## src/hdl/pag_pkg.sv

```systemverilog
// constants shared by the port register slave and the port logic
// assumes a 32-bit axi4-lite bus with byte addresses, 8 address bits decoded
package pag_pkg;

  // ----------------------------------------------------------------
  // widths
  // ----------------------------------------------------------------
  localparam int ADDR_W = 8;
  localparam int DATA_W = 32;
  localparam int PORT_W = 8;
  localparam int IDX_W  = 6;

  // ----------------------------------------------------------------
  // register indices, byte address is four times the index
  // ----------------------------------------------------------------
  localparam logic [IDX_W-1:0] IDX_PIN_LATCH  = 6'h00;
  localparam logic [IDX_W-1:0] IDX_DIRECTION  = 6'h04;
  localparam logic [IDX_W-1:0] IDX_PULLUP_EN  = 6'h0d;

  // ----------------------------------------------------------------
  // reset values and bus answers
  // ----------------------------------------------------------------
  localparam logic [PORT_W-1:0] RST_DIRECTION = 8'h00;
  localparam logic [PORT_W-1:0] RST_PULLUP_EN = 8'h00;
  localparam logic [PORT_W-1:0] KEYPAD_IDLE   = 8'hff;
  localparam logic [1:0]        RESP_OKAY     = 2'h0;
  localparam logic [1:0]        RESP_SLVERR   = 2'h2;
  localparam logic [1:0]        WORD_ALIGN    = 2'h0;

  // true when a byte address selects one of the three registers
  function automatic logic pag_addr_hit(input logic [ADDR_W-1:0] addr);
    logic [IDX_W-1:0] idx;
    idx = addr[ADDR_W-1:2];
    return (addr[1:0] == WORD_ALIGN) &&
           ((idx == IDX_PIN_LATCH) || (idx == IDX_DIRECTION) || (idx == IDX_PULLUP_EN));
  endfunction

endpackage : pag_pkg

```

## src/hdl/pag_reg_if.sv

```systemverilog
// register access strobes between the bus slave and the port logic
// assumes both ends run on aclk
interface pag_reg_if;
  import pag_pkg::*;

  logic              wr_en;
  logic [IDX_W-1:0]  wr_idx;
  logic [PORT_W-1:0] wr_data;
  logic [IDX_W-1:0]  rd_idx;
  logic [PORT_W-1:0] rd_data;

  modport bus  (output wr_en, output wr_idx, output wr_data, output rd_idx, input rd_data);
  modport regs (input wr_en, input wr_idx, input wr_data, input rd_idx, output rd_data);
endinterface : pag_reg_if

```

## src/hdl/pag_axil_slave.sv

```systemverilog
// axi4-lite slave turning bus transfers into register strobes
// assumes one clock, synchronous active-low reset, one write and one read in flight
module pag_axil_slave
  import pag_pkg::*;
(
  input  wire logic              aclk,
  input  wire logic              aresetn,
  input  wire logic [ADDR_W-1:0] awaddr,
  input  wire logic              awvalid,
  output logic                   awready_r,
  input  wire logic [DATA_W-1:0] wdata,
  input  wire logic [3:0]        wstrb,
  input  wire logic              wvalid,
  output logic                   wready_r,
  output logic [1:0]             bresp_r,
  output logic                   bvalid_r,
  input  wire logic              bready,
  input  wire logic [ADDR_W-1:0] araddr,
  input  wire logic              arvalid,
  output logic                   arready_r,
  output logic [DATA_W-1:0]      rdata_r,
  output logic [1:0]             rresp_r,
  output logic                   rvalid_r,
  input  wire logic              rready,
  pag_reg_if.bus                 rif
);

  logic              aw_got_r;
  logic [ADDR_W-1:0] aw_addr_r;
  logic              w_got_r;
  logic [PORT_W-1:0] w_byte_r;
  logic              w_lane_r;
  logic              wr_fire;

  // ----------------------------------------------------------------
  // write address and data, taken in either order
  // ----------------------------------------------------------------
  assign wr_fire = aw_got_r && w_got_r && !bvalid_r;

  always_ff @(posedge aclk) begin
    if (!aresetn) begin
      awready_r <= 1'b1;
      aw_got_r  <= 1'b0;
      aw_addr_r <= '0;
    end else begin
      if (awvalid && awready_r) begin
        awready_r <= 1'b0;
        aw_got_r  <= 1'b1;
        aw_addr_r <= awaddr;
      end else if (wr_fire) begin
        aw_got_r  <= 1'b0;
      end
      if (bvalid_r && bready) begin
        awready_r <= 1'b1;
      end
    end
  end

  always_ff @(posedge aclk) begin
    if (!aresetn) begin
      wready_r <= 1'b1;
      w_got_r  <= 1'b0;
      w_byte_r <= '0;
      w_lane_r <= 1'b0;
    end else begin
      if (wvalid && wready_r) begin
        wready_r <= 1'b0;
        w_got_r  <= 1'b1;
        w_byte_r <= wdata[PORT_W-1:0];
        w_lane_r <= wstrb[0];
      end else if (wr_fire) begin
        w_got_r  <= 1'b0;
      end
      if (bvalid_r && bready) begin
        wready_r <= 1'b1;
      end
    end
  end

  // ----------------------------------------------------------------
  // write response
  // ----------------------------------------------------------------
  always_ff @(posedge aclk) begin
    if (!aresetn) begin
      bvalid_r <= 1'b0;
      bresp_r  <= RESP_OKAY;
    end else if (wr_fire) begin
      bvalid_r <= 1'b1;
      bresp_r  <= pag_addr_hit(aw_addr_r) ? RESP_OKAY : RESP_SLVERR;
    end else if (bvalid_r && bready) begin
      bvalid_r <= 1'b0;
    end
  end

  assign rif.wr_en   = wr_fire && w_lane_r && pag_addr_hit(aw_addr_r);
  assign rif.wr_idx  = aw_addr_r[ADDR_W-1:2];
  assign rif.wr_data = w_byte_r;
  assign rif.rd_idx  = araddr[ADDR_W-1:2];

  // ----------------------------------------------------------------
  // read channel
  // ----------------------------------------------------------------
  always_ff @(posedge aclk) begin
    if (!aresetn) begin
      arready_r <= 1'b1;
      rvalid_r  <= 1'b0;
      rdata_r   <= '0;
      rresp_r   <= RESP_OKAY;
    end else if (arvalid && arready_r) begin
      arready_r <= 1'b0;
      rvalid_r  <= 1'b1;
      rdata_r   <= pag_addr_hit(araddr) ? {{(DATA_W-PORT_W){1'b0}}, rif.rd_data} : '0;
      rresp_r   <= pag_addr_hit(araddr) ? RESP_OKAY : RESP_SLVERR;
    end else if (rvalid_r && rready) begin
      rvalid_r  <= 1'b0;
      arready_r <= 1'b1;
    end
  end

endmodule // pag_axil_slave

```

## src/hdl/pag_gpio_top.sv

```systemverilog
// eight-bit general-purpose port with latch, direction and pullup enable
// assumes pins and keypad enables synchronous to aclk; pad resolves pullup
module pag_gpio_top
  import pag_pkg::*;
(
  input  wire logic              aclk,
  input  wire logic              aresetn,
  input  wire logic [ADDR_W-1:0] awaddr,
  input  wire logic [2:0]        awprot,
  input  wire logic              awvalid,
  output logic                   awready,
  input  wire logic [DATA_W-1:0] wdata,
  input  wire logic [3:0]        wstrb,
  input  wire logic              wvalid,
  output logic                   wready,
  output logic [1:0]             bresp,
  output logic                   bvalid,
  input  wire logic              bready,
  input  wire logic [ADDR_W-1:0] araddr,
  input  wire logic [2:0]        arprot,
  input  wire logic              arvalid,
  output logic                   arready,
  output logic [DATA_W-1:0]      rdata,
  output logic [1:0]             rresp,
  output logic                   rvalid,
  input  wire logic              rready,
  input  wire logic [PORT_W-1:0] pin_in,
  output logic [PORT_W-1:0]      pin_out,
  output logic [PORT_W-1:0]      pin_oe,
  output logic [PORT_W-1:0]      pin_pullup,
  input  wire logic [PORT_W-1:0] keypad_irq_enable_bits,
  output logic [PORT_W-1:0]      keypad_inputs
);

  pag_reg_if rif ();

  logic [PORT_W-1:0] pin_latch_bits_r;
  logic [PORT_W-1:0] pin_latch_bits_nxt;
  logic [PORT_W-1:0] direction_bits_r;
  logic [PORT_W-1:0] direction_bits_nxt;
  logic [PORT_W-1:0] pullup_enable_bits_r;
  logic [PORT_W-1:0] pullup_enable_bits_nxt;
  logic [PORT_W-1:0] pullup_r;
  logic [PORT_W-1:0] keypad_r;
  logic [PORT_W-1:0] data_view;
  logic              wr_latch;
  logic              wr_dir;
  logic              wr_pue;

  // ----------------------------------------------------------------
  // bus slave
  // ----------------------------------------------------------------
  pag_axil_slave u_slave (
    .aclk      (aclk),
    .aresetn   (aresetn),
    .awaddr    (awaddr),
    .awvalid   (awvalid),
    .awready_r (awready),
    .wdata     (wdata),
    .wstrb     (wstrb),
    .wvalid    (wvalid),
    .wready_r  (wready),
    .bresp_r   (bresp),
    .bvalid_r  (bvalid),
    .bready    (bready),
    .araddr    (araddr),
    .arvalid   (arvalid),
    .arready_r (arready),
    .rdata_r   (rdata),
    .rresp_r   (rresp),
    .rvalid_r  (rvalid),
    .rready    (rready),
    .rif       (rif.bus)
  );

  // ----------------------------------------------------------------
  // register write decode
  // ----------------------------------------------------------------
  assign wr_latch = rif.wr_en && (rif.wr_idx == IDX_PIN_LATCH);
  assign wr_dir   = rif.wr_en && (rif.wr_idx == IDX_DIRECTION);
  assign wr_pue   = rif.wr_en && (rif.wr_idx == IDX_PULLUP_EN);

  always_comb begin
    pin_latch_bits_nxt = pin_latch_bits_r;
    if (wr_latch) begin
      pin_latch_bits_nxt = rif.wr_data;
    end
  end

  always_comb begin
    direction_bits_nxt = direction_bits_r;
    if (wr_dir) begin
      direction_bits_nxt = rif.wr_data;
    end
  end

  always_comb begin
    pullup_enable_bits_nxt = pullup_enable_bits_r;
    if (wr_pue) begin
      pullup_enable_bits_nxt = rif.wr_data;
    end
  end

  // ----------------------------------------------------------------
  // data latch, never reset
  // ----------------------------------------------------------------
  always_ff @(posedge aclk) begin
    pin_latch_bits_r <= pin_latch_bits_nxt;
  end

  // ----------------------------------------------------------------
  // direction and pullup enable
  // ----------------------------------------------------------------
  always_ff @(posedge aclk) begin
    if (!aresetn) begin
      direction_bits_r <= RST_DIRECTION;
    end else begin
      direction_bits_r <= direction_bits_nxt;
    end
  end

  always_ff @(posedge aclk) begin
    if (!aresetn) begin
      pullup_enable_bits_r <= RST_PULLUP_EN;
    end else begin
      pullup_enable_bits_r <= pullup_enable_bits_nxt;
    end
  end

  // pullup follows next values so it never lags the direction change
  always_ff @(posedge aclk) begin
    if (!aresetn) begin
      pullup_r <= RST_PULLUP_EN;
    end else begin
      pullup_r <= pullup_enable_bits_nxt & ~direction_bits_nxt;
    end
  end

  // ----------------------------------------------------------------
  // pin drive
  // ----------------------------------------------------------------
  assign pin_out    = pin_latch_bits_r;
  assign pin_oe     = direction_bits_r;
  assign pin_pullup = pullup_r;

  // ----------------------------------------------------------------
  // keypad sharing, disabled bits idle high
  // ----------------------------------------------------------------
  always_ff @(posedge aclk) begin
    if (!aresetn) begin
      keypad_r <= KEYPAD_IDLE;
    end else begin
      keypad_r <= (pin_in & keypad_irq_enable_bits) | ~keypad_irq_enable_bits;
    end
  end

  assign keypad_inputs = keypad_r;

  // ----------------------------------------------------------------
  // register read mux
  // ----------------------------------------------------------------
  assign data_view = (direction_bits_r & pin_latch_bits_r) | (~direction_bits_r & pin_in);

  always_comb begin
    case (rif.rd_idx)
      IDX_PIN_LATCH: rif.rd_data = data_view;
      IDX_DIRECTION: rif.rd_data = direction_bits_r;
      IDX_PULLUP_EN: rif.rd_data = pullup_enable_bits_r;
      default:       rif.rd_data = '0;
    endcase
  end
endmodule // pag_gpio_top

```

## config.mk

```make
export PLATFORM = sky130hd
export DESIGN_NAME = pag_gpio_top
export DESIGN_NICKNAME = d
export VERILOG_FILES = /design/src/hdl/pag_pkg.sv /design/src/hdl/pag_reg_if.sv /design/src/hdl/pag_axil_slave.sv /design/src/hdl/pag_gpio_top.sv
export SDC_FILE = /design/constraint.sdc
export NUM_CORES = 1
export LEC_CHECK = 0
export BUFFER_PORTS_ARGS = -buffer_cell sky130_fd_sc_hd__clkbuf_2
export CORE_ASPECT_RATIO = 0.9
export CORE_MARGIN = 5
export CORE_UTILIZATION = 40
export CTS_CLUSTER_SIZE = 20
export DETAILED_ROUTE_END_ITERATION = 12
export MAX_ROUTING_LAYER = met4
export PLACE_DENSITY_LB_ADDON = 0.25
export SLEW_MARGIN = 20
export SYNTH_ARGS = -nofsm -noshare
export SYNTH_HDL_FRONTEND = slang
export SYNTH_SLANG_ARGS = --single-unit
```

## constraint.sdc

```tcl
create_clock -name aclk -period 2.5 [get_ports aclk]
set_input_delay 0.125 -clock aclk [delete_from_list [all_inputs] [get_ports aclk]]
set_output_delay 0.125 -clock aclk [all_outputs]
set_load 0.1 [all_outputs]
```

# Word level (Yosys, flattened, before mapping)
# Cells that the tools add are included.
[word_totals]
regBits = 100
input_bits = 81
wordCells = 75
[classes]
eq_ne = 4
muxes = 15
bitwise_logic = 10
reduce_logical = 28
[op_table]
columns = ["operator", "n"]
rows = [
  ["bitwise AND 8 bit", 4],
  ["2-to-1 mux 8 bit", 3],
  ["inverter 8 bit", 3],
  ["case mux 8 bit (3 select lines)", 1],
  ["OR 8 bit", 2],
  ["logical AND 1 bit", 14],
  ["== test 6 x 3 -> 1 bit (second input constant)", 2],
  ["== test 6 x 4 -> 1 bit (second input constant)", 2],
  ["logical NOT 6 bit", 2],
  ["2-to-1 mux 1 bit", 9],
  ["nonzero test 2 bit", 4],
  ["logical NOT 2 bit", 2],
  ["logical OR 1 bit", 4],
  ["2-to-1 mux 2 bit", 2],
  ["OR reduction 2 bit", 1],
  ["logical NOT 1 bit", 1],
  ["inverter 1 bit", 1],
]

# Depth between registers and ports, before layout
# Gate-level depths: netlist of run 1.
[depth]
ltp_word = 9
ltp_mapped = 5
depth_no_buf = 4

# Modules after synthesis
# From an unflattened synthesis of run 1, not the netlist that was laid out.
[unflattened]
hier_cells = 339
area_unflattened_um2 = 3199.3
[by_module_without_submodules]
columns = ["mod", "n_inst", "cells_per_inst", "area_per_inst_um2"]
rows = [
  ["pag_gpio_top", 1, 144, 1601.5],
  ["pag_axil_slave", 1, 195, 1597.8],
]

# Least setup slack after synthesis of run 1
# OpenSTA, ideal clock, no wires.
[synth_timing]
path_kind = "register to register"
startpoint = "register u_slave.aw_addr_r[1]"
endpoint = "register pin_latch_bits_r[0], in the netlist pin_out[0], enable pin"
arrival_ns = 2.051
required_time_ns = 2.105
setup_slack_ns = 0.055
path_stages_with_launch = 4
period_less_slack_ns = 2.445
cell_sequence = "dfxtp_1 -> or4_4 -> or2_2 -> nor4_1"
[synth_between]
elab_chain_len = 4
[synth_lines]
columns = ["element", "line_no", "source"]
rows = [
  ["start, declared", "pag_axil_slave.sv:29", "logic [ADDR_W-1:0] aw_addr_r;"],
  ["start signal, assigned", "pag_axil_slave.sv:49", "aw_addr_r <= awaddr;"],
  ["logical NOT 2 bit", "pag_pkg.sv:34", "return (addr[1:0] == WORD_ALIGN) &&"],
  ["logical AND 1 bit", "pag_pkg.sv:34", ""],
  ["logical AND 1 bit", "pag_axil_slave.sv:95", "assign rif.wr_en = wr_fire && w_lane_r && pag_addr_hit(aw_addr_r);"],
  ["logical AND 1 bit", "pag_gpio_top.sv:79", "assign wr_latch = rif.wr_en && (rif.wr_idx == IDX_PIN_LATCH);"],
  ["net wr_latch", "pag_gpio_top.sv:46", "logic wr_latch;"],
  ["end signal, assigned", "pag_gpio_top.sv:108", "pin_latch_bits_r <= pin_latch_bits_nxt;"],
  ["end, declared", "pag_gpio_top.sv:37", "logic [PORT_W-1:0] pin_latch_bits_r;"],
]
# The timed path passes the listed nets, and every way through them passes these cells.
# A chain may end at the register's enable or synchronous reset.

# Worst setup path in the final report of run 1
[layout_timing]
startpoint = "register u_slave.aw_addr_r[1]"
endpoint = "register pullup_r[1], in the netlist pin_pullup[1]"
[layout_between]
elab_chain_len = 7
elab_cells_between_ends = 9
cone_classes = "mux: 2; bitwise: 2; reduce/logical: 5"
[layout_lines]
columns = ["element", "line_no", "source"]
rows = [
  ["logical NOT 2 bit (*)", "pag_pkg.sv:34", ""],
  ["logical AND 1 bit (*)", "pag_pkg.sv:34", ""],
  ["logical AND 1 bit (*)", "pag_axil_slave.sv:95", ""],
  ["logical AND 1 bit", "pag_gpio_top.sv:80", "assign wr_dir = rif.wr_en && (rif.wr_idx == IDX_DIRECTION);"],
  ["2-to-1 mux 8 bit", "pag_gpio_top.sv:92", "if (wr_dir) begin"],
  ["inverter 8 bit", "pag_gpio_top.sv:135", "pullup_r <= pullup_enable_bits_nxt & ~direction_bits_nxt;"],
  ["bitwise AND 8 bit (*)", "pag_gpio_top.sv:135", ""],
  ["end signal, assigned", "pag_gpio_top.sv:135", ""],
  ["end, declared", "pag_gpio_top.sv:43", "logic [PORT_W-1:0] pullup_r;"],
]
# Mark *: on every way between the ends. The rest lies on a longest branch, timed or not.

==> results.py, run 1 <==
metrics = {
    "pwr": {
        "internal_power_mw": 1.89,
        "switching_share_pct": 30.0,
        "ir_drop_mv": 0.406,
        "p_leak_nw": 1.71,
        "pwr-share-clk_pct": 36.9,
        "total_power_mw": 2.70,
        "p_seq_share_pct": 46.6,
        "power-per-cell-area_mw_per_mm2": 694,
        "p_switching_mw": 0.810,
        "power_frac_comb_pct": 16.5,
    },
    "clocking": {
        "cts_repair_resize_count": 0,
        "cts-root-buf": "clkbuf_8",
        "tritoncts": "yes",
        "cts_setup_buffers": 0,
        "cts_max_level": 3,
        "clock_latency_ns": 0.34,
        "cts_buffer_depth": 2,
        "clk_pin_slew_ns": 0.08,
        "clock-sinks": 74,
        "numCtsBuffers": 9,
    },
    "place": {
        "dpl.hpwl_mm": 4.93,
        "globalplace.congestion": 0.785,
        "io_buffers": 94,
        "dp_cells": 481,
    },
    "route": {
        "drt_iter0_markers": 83,
        "wl_per_cell_um": 13.7,
        "detail_route.first_pass.iterations": 4,
        "drc": 0,
        "vias_per_cell": 4.66,
        "vias": 2397,
        "ant_nets": 0,
        "wl_mm": 7.05,
    },
    "cells_and_area": {
        "nets": 494,
        "fillers": 727,
        "multiInputGateArea_sq_mm": 0.00128,
        "final_cells": 514,
        "drive_gt1_share_pct": 29.2,
        "n_antenna_cell": 0,
        "synthToLayoutAreaGrowth_pct": 29.5,
        "seqCellArea_sq_mm": 0.00156,
    },
    "synthesis": {
        "async_flop_share_pct": 0,
        "synthesis.area_sq_mm": 0.00300,
        "seq_area_frac_synth_pct": 52.0,
        "syn-mean-instance-area_sq_um": 10.0,
        "synth_edf_count": 8,
        "yosys_most_used_dff": "dfxtp_1",
        "synthCells": 299,
        "ys_types": 33,
        "ys_seq_elements": 74,
        "yosys_warnings": 0,
    },
    "floorplanning": {
        "die_area_sq_mm": 0.00934,
        "die_y_um": 92.2,
        "start_util_pct": 40.4,
        "rows": 30,
        "die_w_um": 101,
        "coreArea_sq_mm": 0.00743,
        "io_pins": 154,
    },
    "worst_hold_path": {
        "hold_path_depth": 3,
        "hold_path.class": "in -> reg",
        "hold_end": "u_slave.rif.wr_data[2]",
        "hp-start": "wdata[2]",
    },
    "setup_path": {
        "critPathTopFamily": "simple AND/OR/NAND/NOR gates",
        "crit_path_start_kind": "flip-flop",
        "crit_required_ns": 2.78,
        "worst_path_max_delay_cell": "or4_1",
        "critPathCaptureType": "flip-flop",
        "r2r_slack_ns": 0.23,
        "cp_max_fo": 8,
        "cpPeakStageDelay_ns": 0.83,
        "cp_num_buf_inv": 0,
        "rr_worst_depth": 4,
        "r2r-end": "pin_pullup[1]",
        "crit_type": "reg -> reg",
        "crit_chain": "or4_4 -> or4_1 -> mux2i_1 -> and3b_1",
        "worstPathArrival_ns": 2.55,
        "r2r-start": "u_slave.aw_addr_r[1]",
    },
    "run_status": {
        "outcome": "finished clean",
    },
    "run": {
        "cap_viol_max_count": 0,
    },
    "timing": {
        "period_needed_ns": 2.27,
        "finalCritPeriodShare_pct": 90.8,
        "rsz0062_at_grt": "no",
        "fmax_ghz": 0.441,
        "setup_viol": 0,
        "finalMaxSlewViolations": 0,
        "tns_ns": 0,
        "worst_clock_skew_ns": 0.00817,
        "max_slew_margin_pct": 35.0,
        "worst_pin_slew_ns": 0.976,
        "hold_violations": 0,
    },
    "global_route": {
        "track_usage_pct": 15.4,
        "antenna_found_initial": 0,
        "grt_pass1_wl_mm": 11.0,
        "grt_max_degree": 60,
        "grt.overflow.total": 0,
        "grt_pass1_vias": 2343,
    },
}
[area by class of cell]
| class | instances | area share (%) |
|---|---|---|
| sequential | 74 | 40.2 |
| timing repair buffer | 116 | 17.5 |
| multi-input combinational | 208 | 33.0 |
| inverter | 4 | 0.386 |
| clock inverter | 2 | 0.322 |
| clock buffer | 14 | 5.54 |
| tap | 96 | 3.09 |
[placed cells by master (no fill, tap or decap), drive strengths merged, types with 10 or more instances in the layout]
| cell | count |
|---|---|
| nor2b | 21 |
| dlygate4sd3 | 17 |
| o21ai | 21 |
| nand2 | 34 |
| nand2b | 10 |
| mux2i | 16 |
| a21boi | 25 |
| conb | 26 |
| dfxtp | 66 |
| nand3 | 10 |
| clkbuf | 108 |
[worst reg2reg max path: stages, from the launching register on]
cell	delay, ns
dfxtp_1	0.32
or4_4	0.56
or4_1	0.83
mux2i_1	0.31
and3b_1	0.19
[kinds of logic (layout without fill, tap and decap cells)]
kind of cell    Yosys count  count (layout)  synth area share [%]
buf+inv                  42             136                  8.55
mux                      16              16                  5.34
flops                    74              74                  52.0
compound gates           59              59                  13.0
simple gates            107             107                  21.0
other cells               1              26                 0.125
[routing by layer]
metal	up-vias	GRT usage [%]	routed length [um]
met3	9	4.94	564
met5	-	-	0
met2	87	24.7	3270
li1	1215	-	-
met1	1086	18.0	3110
met4	0	5.32	101
[registers in the layout, indices dropped and copies added (netlist names), 8 cells and up]
signal / count
pin_out: 8
pin_pullup: 8
pin_oe: 8
u_slave.rif.wr_data: 8
u_slave.rdata_r: 8
u_slave.aw_addr_r: 8
keypad_inputs: 8
pullup_enable_bits_r: 8
[metrics by stage]
stage	instance area [sq um]	hold slack, ns	worst slack [ns]	utilization (%)
floorplan	3100	0.208	0.0548	-
detailed placement	3490	0.299	0.252	46.9
finish	3890	0.0175	0.231	52.3
global placement	3490	0.295	0.277	46.9
CTS	3890	0.00568	0.217	52.3
global route	3890	0.0151	0.167	52.3
[worst max path at each step]
| stage | start | end | slack, ns | cells after the start |
|---|---|---|---|---|
| floorplan | u_slave.aw_addr_r[1] | pin_out[0] | 0.05 | 3 |
| global placement | u_slave.aw_addr_r[1] | pin_pullup[1] | 0.28 | 4 |
| detailed placement | u_slave.aw_addr_r[1] | pin_pullup[1] | 0.25 | 4 |
| CTS | u_slave.aw_addr_r[1] | pin_pullup[1] | 0.22 | 4 |
| global route | u_slave.aw_addr_r[1] | pin_pullup[1] | 0.17 | 4 |
| finish | u_slave.aw_addr_r[1] | pin_pullup[1] | 0.23 | 4 |
[cell usage after synthesis (all sizes together) (2+ instances only)]
cell type	number	area [sq um]
nor3	2	10.0
or4	2	18.8
buf	28	204
nand2b	10	62.6
a22oi	4	30.0
nor2b	21	131
clkbuf	10	37.5
nor4	2	27.5
o21ai	21	105
a21boi	25	188
a21oi	4	20.0
dfxtp	66	1320
a222oi	4	40.0
or2	3	18.8
nand3	10	50.1
nand3b	9	67.6
nand2	34	128
and3b	8	70.1
inv	4	15.0
edfxtp	8	240
mux2i	16	160
[timing repair]
| action | in CTS | in global routing |
|---|---|---|
| endpoints found under the setup margin | 0 | 0 |
| hold buffers | 17 | 0 |
| endpoints found under the hold margin | 11 | 0 |
[power groups by stage]
stage               registers (mW)  clock network [mW]  logic, mW
CTS                           1.26                1.03      0.447
global placement              1.28                   0      0.424
finish                        1.26               0.996      0.446
detailed placement            1.28                   0      0.428
floorplan                     1.37                   0      0.290
global route                  1.26                1.07      0.471
Note: power is estimated with default switching activity, not from simulation.
==> inputs of run 2 (changes only) <==
Settings changed: CORE_ASPECT_RATIO 0.9 to 0.7, GPL_TIMING_DRIVEN from default to 0.
==> results.py, run 2 (synthesis gave the netlist of run 1 again) <==
metrics = {
    "run_status": {
        "outcome": "finished clean",
    },
    "timing": {
        "period_needed_ns": 2.36,
        "finalCritPeriodShare_pct": 94.4,
        "setup_viol": 0,
        "fin_ws_ns": 0.139,
        "max_slew_margin_pct": 29.4,
        "hold_violations": 0,
        "rsz0062_at_grt": "no",
        "fmax_ghz": 0.424,
        "finalMaxSlewViolations": 0,
        "worst_pin_slew_ns": 1.05,
        "worst_clock_skew_ns": 0.00518,
    },
    "pwr": {
        "internal_power_mw": 2.02,
        "pwr-share-clk_pct": 38.4,
        "p_switching_mw": 0.815,
        "power-per-cell-area_mw_per_mm2": 686,
        "p_seq_share_pct": 44.3,
        "power_frac_comb_pct": 17.3,
        "p_leak_nw": 1.85,
        "switching_share_pct": 28.8,
        "total_power_mw": 2.83,
        "ir_drop_mv": 0.276,
    },
    "cells_and_area": {
        "drive_gt1_share_pct": 31.3,
        "final_common_cell": "clkbuf_2",
        "layout_common_cells": "clkbuf_2, dfxtp_1, nand2_1",
        "final_area_sq_mm": 0.00413,
        "n_antenna_cell": 0,
        "nets": 529,
        "synthToLayoutAreaGrowth_pct": 37.4,
        "post-route-util_pct": 56.6,
    },
    "route": {
        "highest_layer": "met4",
        "vias": 2505,
        "met3_length_um": 654,
        "drc": 0,
        "wl_per_cell_um": 13.9,
        "drt-met1-wl_mm": 3.35,
        "detail_route.first_pass.iterations": 4,
        "drt_iter0_markers": 97,
        "ant_nets": 0,
        "vias_per_cell": 4.55,
        "wl_mm": 7.68,
        "routed-wl-met2_mm": 3.59,
    },
    "clocking": {
        "cts_buffer_depth": 2,
        "numCtsBuffers": 9,
        "tritoncts": "yes",
        "cts_max_level": 3,
        "cts-root-buf": "clkbuf_8",
        "cts_repair_resize_count": 0,
        "clock-sinks": 74,
        "clk_pin_slew_ns": 0.07,
        "clock_latency_ns": 0.34,
    },
    "setup_path": {
        "crit_type": "reg -> reg",
        "cpPeakStageDelay_ns": 0.63,
        "worstPathArrival_ns": 2.42,
        "crit_required_ns": 2.56,
        "crit_chain": "or4_4 -> or2_2 -> nor4_2 -> buf_4",
        "critPathCaptureType": "flip-flop",
        "cp_max_fo": 5,
        "worst_path_max_delay_cell": "nor4_2",
        "crit_path_start_kind": "flip-flop",
    },
    "place": {
        "dpl.hpwl_mm": 5.80,
        "io_buffers": 92,
        "globalplace.congestion": 0.829,
        "placed_area_sq_mm": 0.00369,
        "pre_cts_slack_ns": 0.142,
    },
    "global_route": {
        "grt.overflow.total": 0,
        "grt_pass1_vias": 2494,
        "track_usage_pct": 17.5,
        "grt_pass1_wl_mm": 12.1,
        "grt_max_degree": 13,
        "antenna_found_initial": 0,
    },
    "floorplanning": {
        "start_util_pct": 41.2,
        "coreArea_sq_mm": 0.00729,
        "die_area_sq_mm": 0.00936,
        "die_y_um": 82.5,
        "die_w_um": 114,
        "rows": 26,
        "io_pins": 154,
    },
    "run": {
        "cap_viol_max_count": 0,
    },
    "worst_hold_path": {
        "hold_path.class": "in -> reg",
    },
}
-- run 2: cell types whose count changed in the layout (fill, tap and decap cells not counted), sizes merged --
cell	change
buf	+24
bufinv	+3
clkbuf	+4
clkinv	+2
clkinvlp	-1
dlygate4sd3	+3
-- run 2: critical path, delay by kind of cell (launching register included) --
kind,cells,cell delay [ns]
buf+inv,1,0.26
flops,1,0.32
simple gates,3,1.50
-- run 2: path summary, 6_finish.rpt --
kind | cells after the start | to | startpoint | slack, ns
setup reg to reg | 4 | pin_out[0] | u_slave.aw_addr_r[1] | 0.14
setup / recovery | 4 | pin_out[0] | u_slave.aw_addr_r[1] | 0.14
hold reg to reg | 2 | u_slave.aw_addr_r[3] | u_slave.aw_addr_r[3] | 0.47
hold / removal | 3 | u_slave.rif.wr_data[3] | wdata[3] | 0.01
-- run 2: final cells by class --
cell class,count,area (sq um)
Fill cell,681,3160
Sequential cell,74,1560
Multi-Input combinational cell,208,1280
Timing Repair Buffer,113,668
Buffer,38,241
Clock buffer,10,128
Tap cell,98,123
Clock inverter,6,105
Inverter,4,15.0
-- run 2: per-stage QoR --
| stage | cells | setup TNS [ns] | hold WS, ns |
|---|---|---|---|
| finish | 551 | 0 | 0.0137 |
| global route | 551 | 0 | 0.0123 |
| CTS | 551 | 0 | 0.00153 |
| detailed placement | 515 | 0 | 0.301 |
| global placement | 514 | -4.66 | 0.297 |
| floorplan | 324 | 0 | 0.208 |
-- run 2: per-layer routing --
metal	vias up	GRT usage, %
li1	1283	-
met1	1129	20.1
met2	84	29.1
met3	9	6.26
met4	0	5.04
met5	-	-
-- run 2: power by group through the flow --
stage	combinational (mW)	sequential, mW	clock (mW)
3_3_place_gp	0.464	1.28	0
3_5_place_dp	0.468	1.28	0
2_1_floorplan	0.290	1.37	0
4_1_cts	0.490	1.25	1.12
6_report	0.490	1.25	1.09
5_1_grt	0.519	1.26	1.17
-- run 2: timing repair --
item | 4_1_cts | 5_1_grt
hold buffers | 20 | 0
setup buffers | 0 | 0
hold endpoints to repair | 12 | 0
==> inputs of run 3 (changes only) <==
Settings changed: CORE_UTILIZATION 40 to 41, GPL_TIMING_DRIVEN 0 to default.
==> results.py, run 3 (synthesis gave the netlist of run 1 again) <==
metrics = {
    "timing": {
        "worst_pin_slew_ns": 0.722,
        "max_slew_margin_pct": 51.9,
        "hold_violations": 0,
        "finalCritPeriodShare_pct": 81.8,
        "setup_viol": 0,
        "finalMaxSlewViolations": 0,
        "fmax_ghz": 0.489,
        "tns_ns": 0,
        "rsz0062_at_grt": "no",
        "fin_ws_ns": 0.455,
        "period_needed_ns": 2.04,
        "worst_clock_skew_ns": 0.00931,
    },
    "setup_path": {
        "critPathCaptureType": "flip-flop",
        "cp_max_fo": 8,
        "worstPathArrival_ns": 2.33,
        "crit_required_ns": 2.78,
        "crit_type": "reg -> reg",
        "crit_path_start_kind": "flip-flop",
    },
    "pwr": {
        "p_leak_nw": 1.72,
        "ir_drop_mv": 0.282,
        "switching_share_pct": 28.5,
        "power-per-cell-area_mw_per_mm2": 713,
        "power_frac_comb_pct": 15.9,
        "internal_power_mw": 2.00,
        "pwr-share-clk_pct": 39.3,
        "p_seq_share_pct": 44.8,
        "p_switching_mw": 0.800,
    },
    "cells_and_area": {
        "final_common_cell": "clkbuf_2",
        "nets": 497,
        "layout_common_cells": "clkbuf_2, dfxtp_1, nand2_1",
        "synthToLayoutAreaGrowth_pct": 31.1,
        "n_antenna_cell": 0,
        "drive_gt1_share_pct": 29.0,
    },
    "route": {
        "wl_per_cell_um": 13.5,
        "drc": 0,
        "wl_mm": 6.99,
        "drt_iter0_markers": 123,
        "detail_route.first_pass.iterations": 4,
        "vias": 2422,
        "ant_nets": 0,
        "vias_per_cell": 4.67,
    },
    "clocking": {
        "numCtsBuffers": 9,
        "tritoncts": "yes",
        "clock_latency_ns": 0.34,
        "clock-sinks": 74,
        "cts_setup_buffers": 0,
        "cts-root-buf": "clkbuf_8",
        "cts_buffer_depth": 2,
        "clk_pin_slew_ns": 0.07,
        "cts_repair_resize_count": 0,
        "cts_hold_buf": 18,
        "cts_max_level": 3,
    },
    "worst_hold_path": {
        "hold_path.class": "in -> reg",
    },
    "floorplanning": {
        "die_y_um": 81.6,
        "rows": 26,
        "start_util_pct": 41.6,
        "die_area_sq_mm": 0.00916,
        "io_pins": 154,
        "coreArea_sq_mm": 0.00722,
        "die_w_um": 112,
    },
    "place": {
        "dpl.hpwl_mm": 4.96,
        "io_buffers": 94,
        "globalplace.congestion": 0.761,
        "pre_cts_slack_ns": 0.478,
    },
    "run_status": {
        "outcome": "finished clean",
    },
    "run": {
        "cap_viol_max_count": 0,
    },
    "global_route": {
        "antenna_found_initial": 0,
        "grt_pass1_wl_mm": 11.1,
        "grt.overflow.total": 0,
        "grt_pass1_vias": 2301,
        "track_usage_pct": 16.0,
        "grt_max_degree": 46,
    },
}
[run 3: cell types whose count changed in the layout (fill, tap and decap cells not counted)]
cell | before | now
buf_4 | 27 | 6
clkbuf_16 | 0 | 1
buf_1 | 1 | 0
clkbuf_8 | 9 | 11
clkinv_2 | 3 | 0
clkbuf_2 | 92 | 94
clkinvlp_4 | 0 | 1
bufinv_16 | 3 | 2
buf_2 | 1 | 0
dlygate4sd3_1 | 20 | 19
clkbuf_1 | 11 | 1
[run 3: metrics by stage]
stage / area [sq um] / power (mW) / hold slack, ns / util, % / instances
2_1_floorplan: 3100 / 1.66 / 0.208 / - / 324
3_3_place_gp: 3500 / 1.71 / 0.298 / 48.4 / 484
3_5_place_dp: 3500 / 1.71 / 0.300 / 48.4 / 484
4_1_cts: 3930 / 2.84 / 0.000790 / 54.4 / 518
5_1_grt: 3940 / 2.93 / 0.00457 / 54.5 / 519
6_report: 3940 / 2.80 / 0.0104 / 54.5 / 519
[run 3: cell type report]
type | count | area [sq um]
Sequential cell | 74 | 1560
Clock buffer | 13 | 180
Multi-Input combinational cell | 208 | 1280
Fill cell | 689 | 3290
Clock inverter | 3 | 67.6
Tap cell | 98 | 123
Inverter | 4 | 15.0
Timing Repair Buffer | 119 | 706
[run 3: power by group through the flow]
| stage | Sequential [mW] | Clock (mW) | Combinational [mW] |
|---|---|---|---|
| final | 1.26 | 1.10 | 0.446 |
| after floorplan | 1.37 | 0 | 0.290 |
| after CTS | 1.26 | 1.13 | 0.445 |
| after global placement | 1.28 | 0 | 0.423 |
| after detailed placement | 1.28 | 0 | 0.426 |
| after global routing | 1.26 | 1.19 | 0.471 |
[run 3: worst paths after layout]
check | start | end | slack [ns] | cells past startpoint
min | wdata[4] | u_slave.rif.wr_data[4] | 0.01 | 3
max reg2reg | u_slave.aw_addr_r[1] | pin_pullup[5] | 0.46 | 5
min reg2reg | u_slave.aw_addr_r[3] | u_slave.aw_addr_r[3] | 0.47 | 2
max | u_slave.aw_addr_r[1] | pin_pullup[5] | 0.46 | 5
[run 3: routing by layer]
| metal | GRT usage (%) | up-vias | part of all wire (%) |
|---|---|---|---|
| li1 | - | 1217 | - |
| met2 | 25.7 | 86 | 45 |
| met1 | 19.0 | 1109 | 47 |
| met4 | 5.04 | 0 | 1.4 |
| met5 | - | - | 0 |
| met3 | 5.82 | 10 | 7.0 |
[run 3: worst max-delay path: stages, from the launching register on]
cell and delay [ns]:
dfxtp_1 0.32, or4_4 0.57, or4_1 0.51, buf_4 0.21, mux2i_1 0.18, and3b_1 0.20
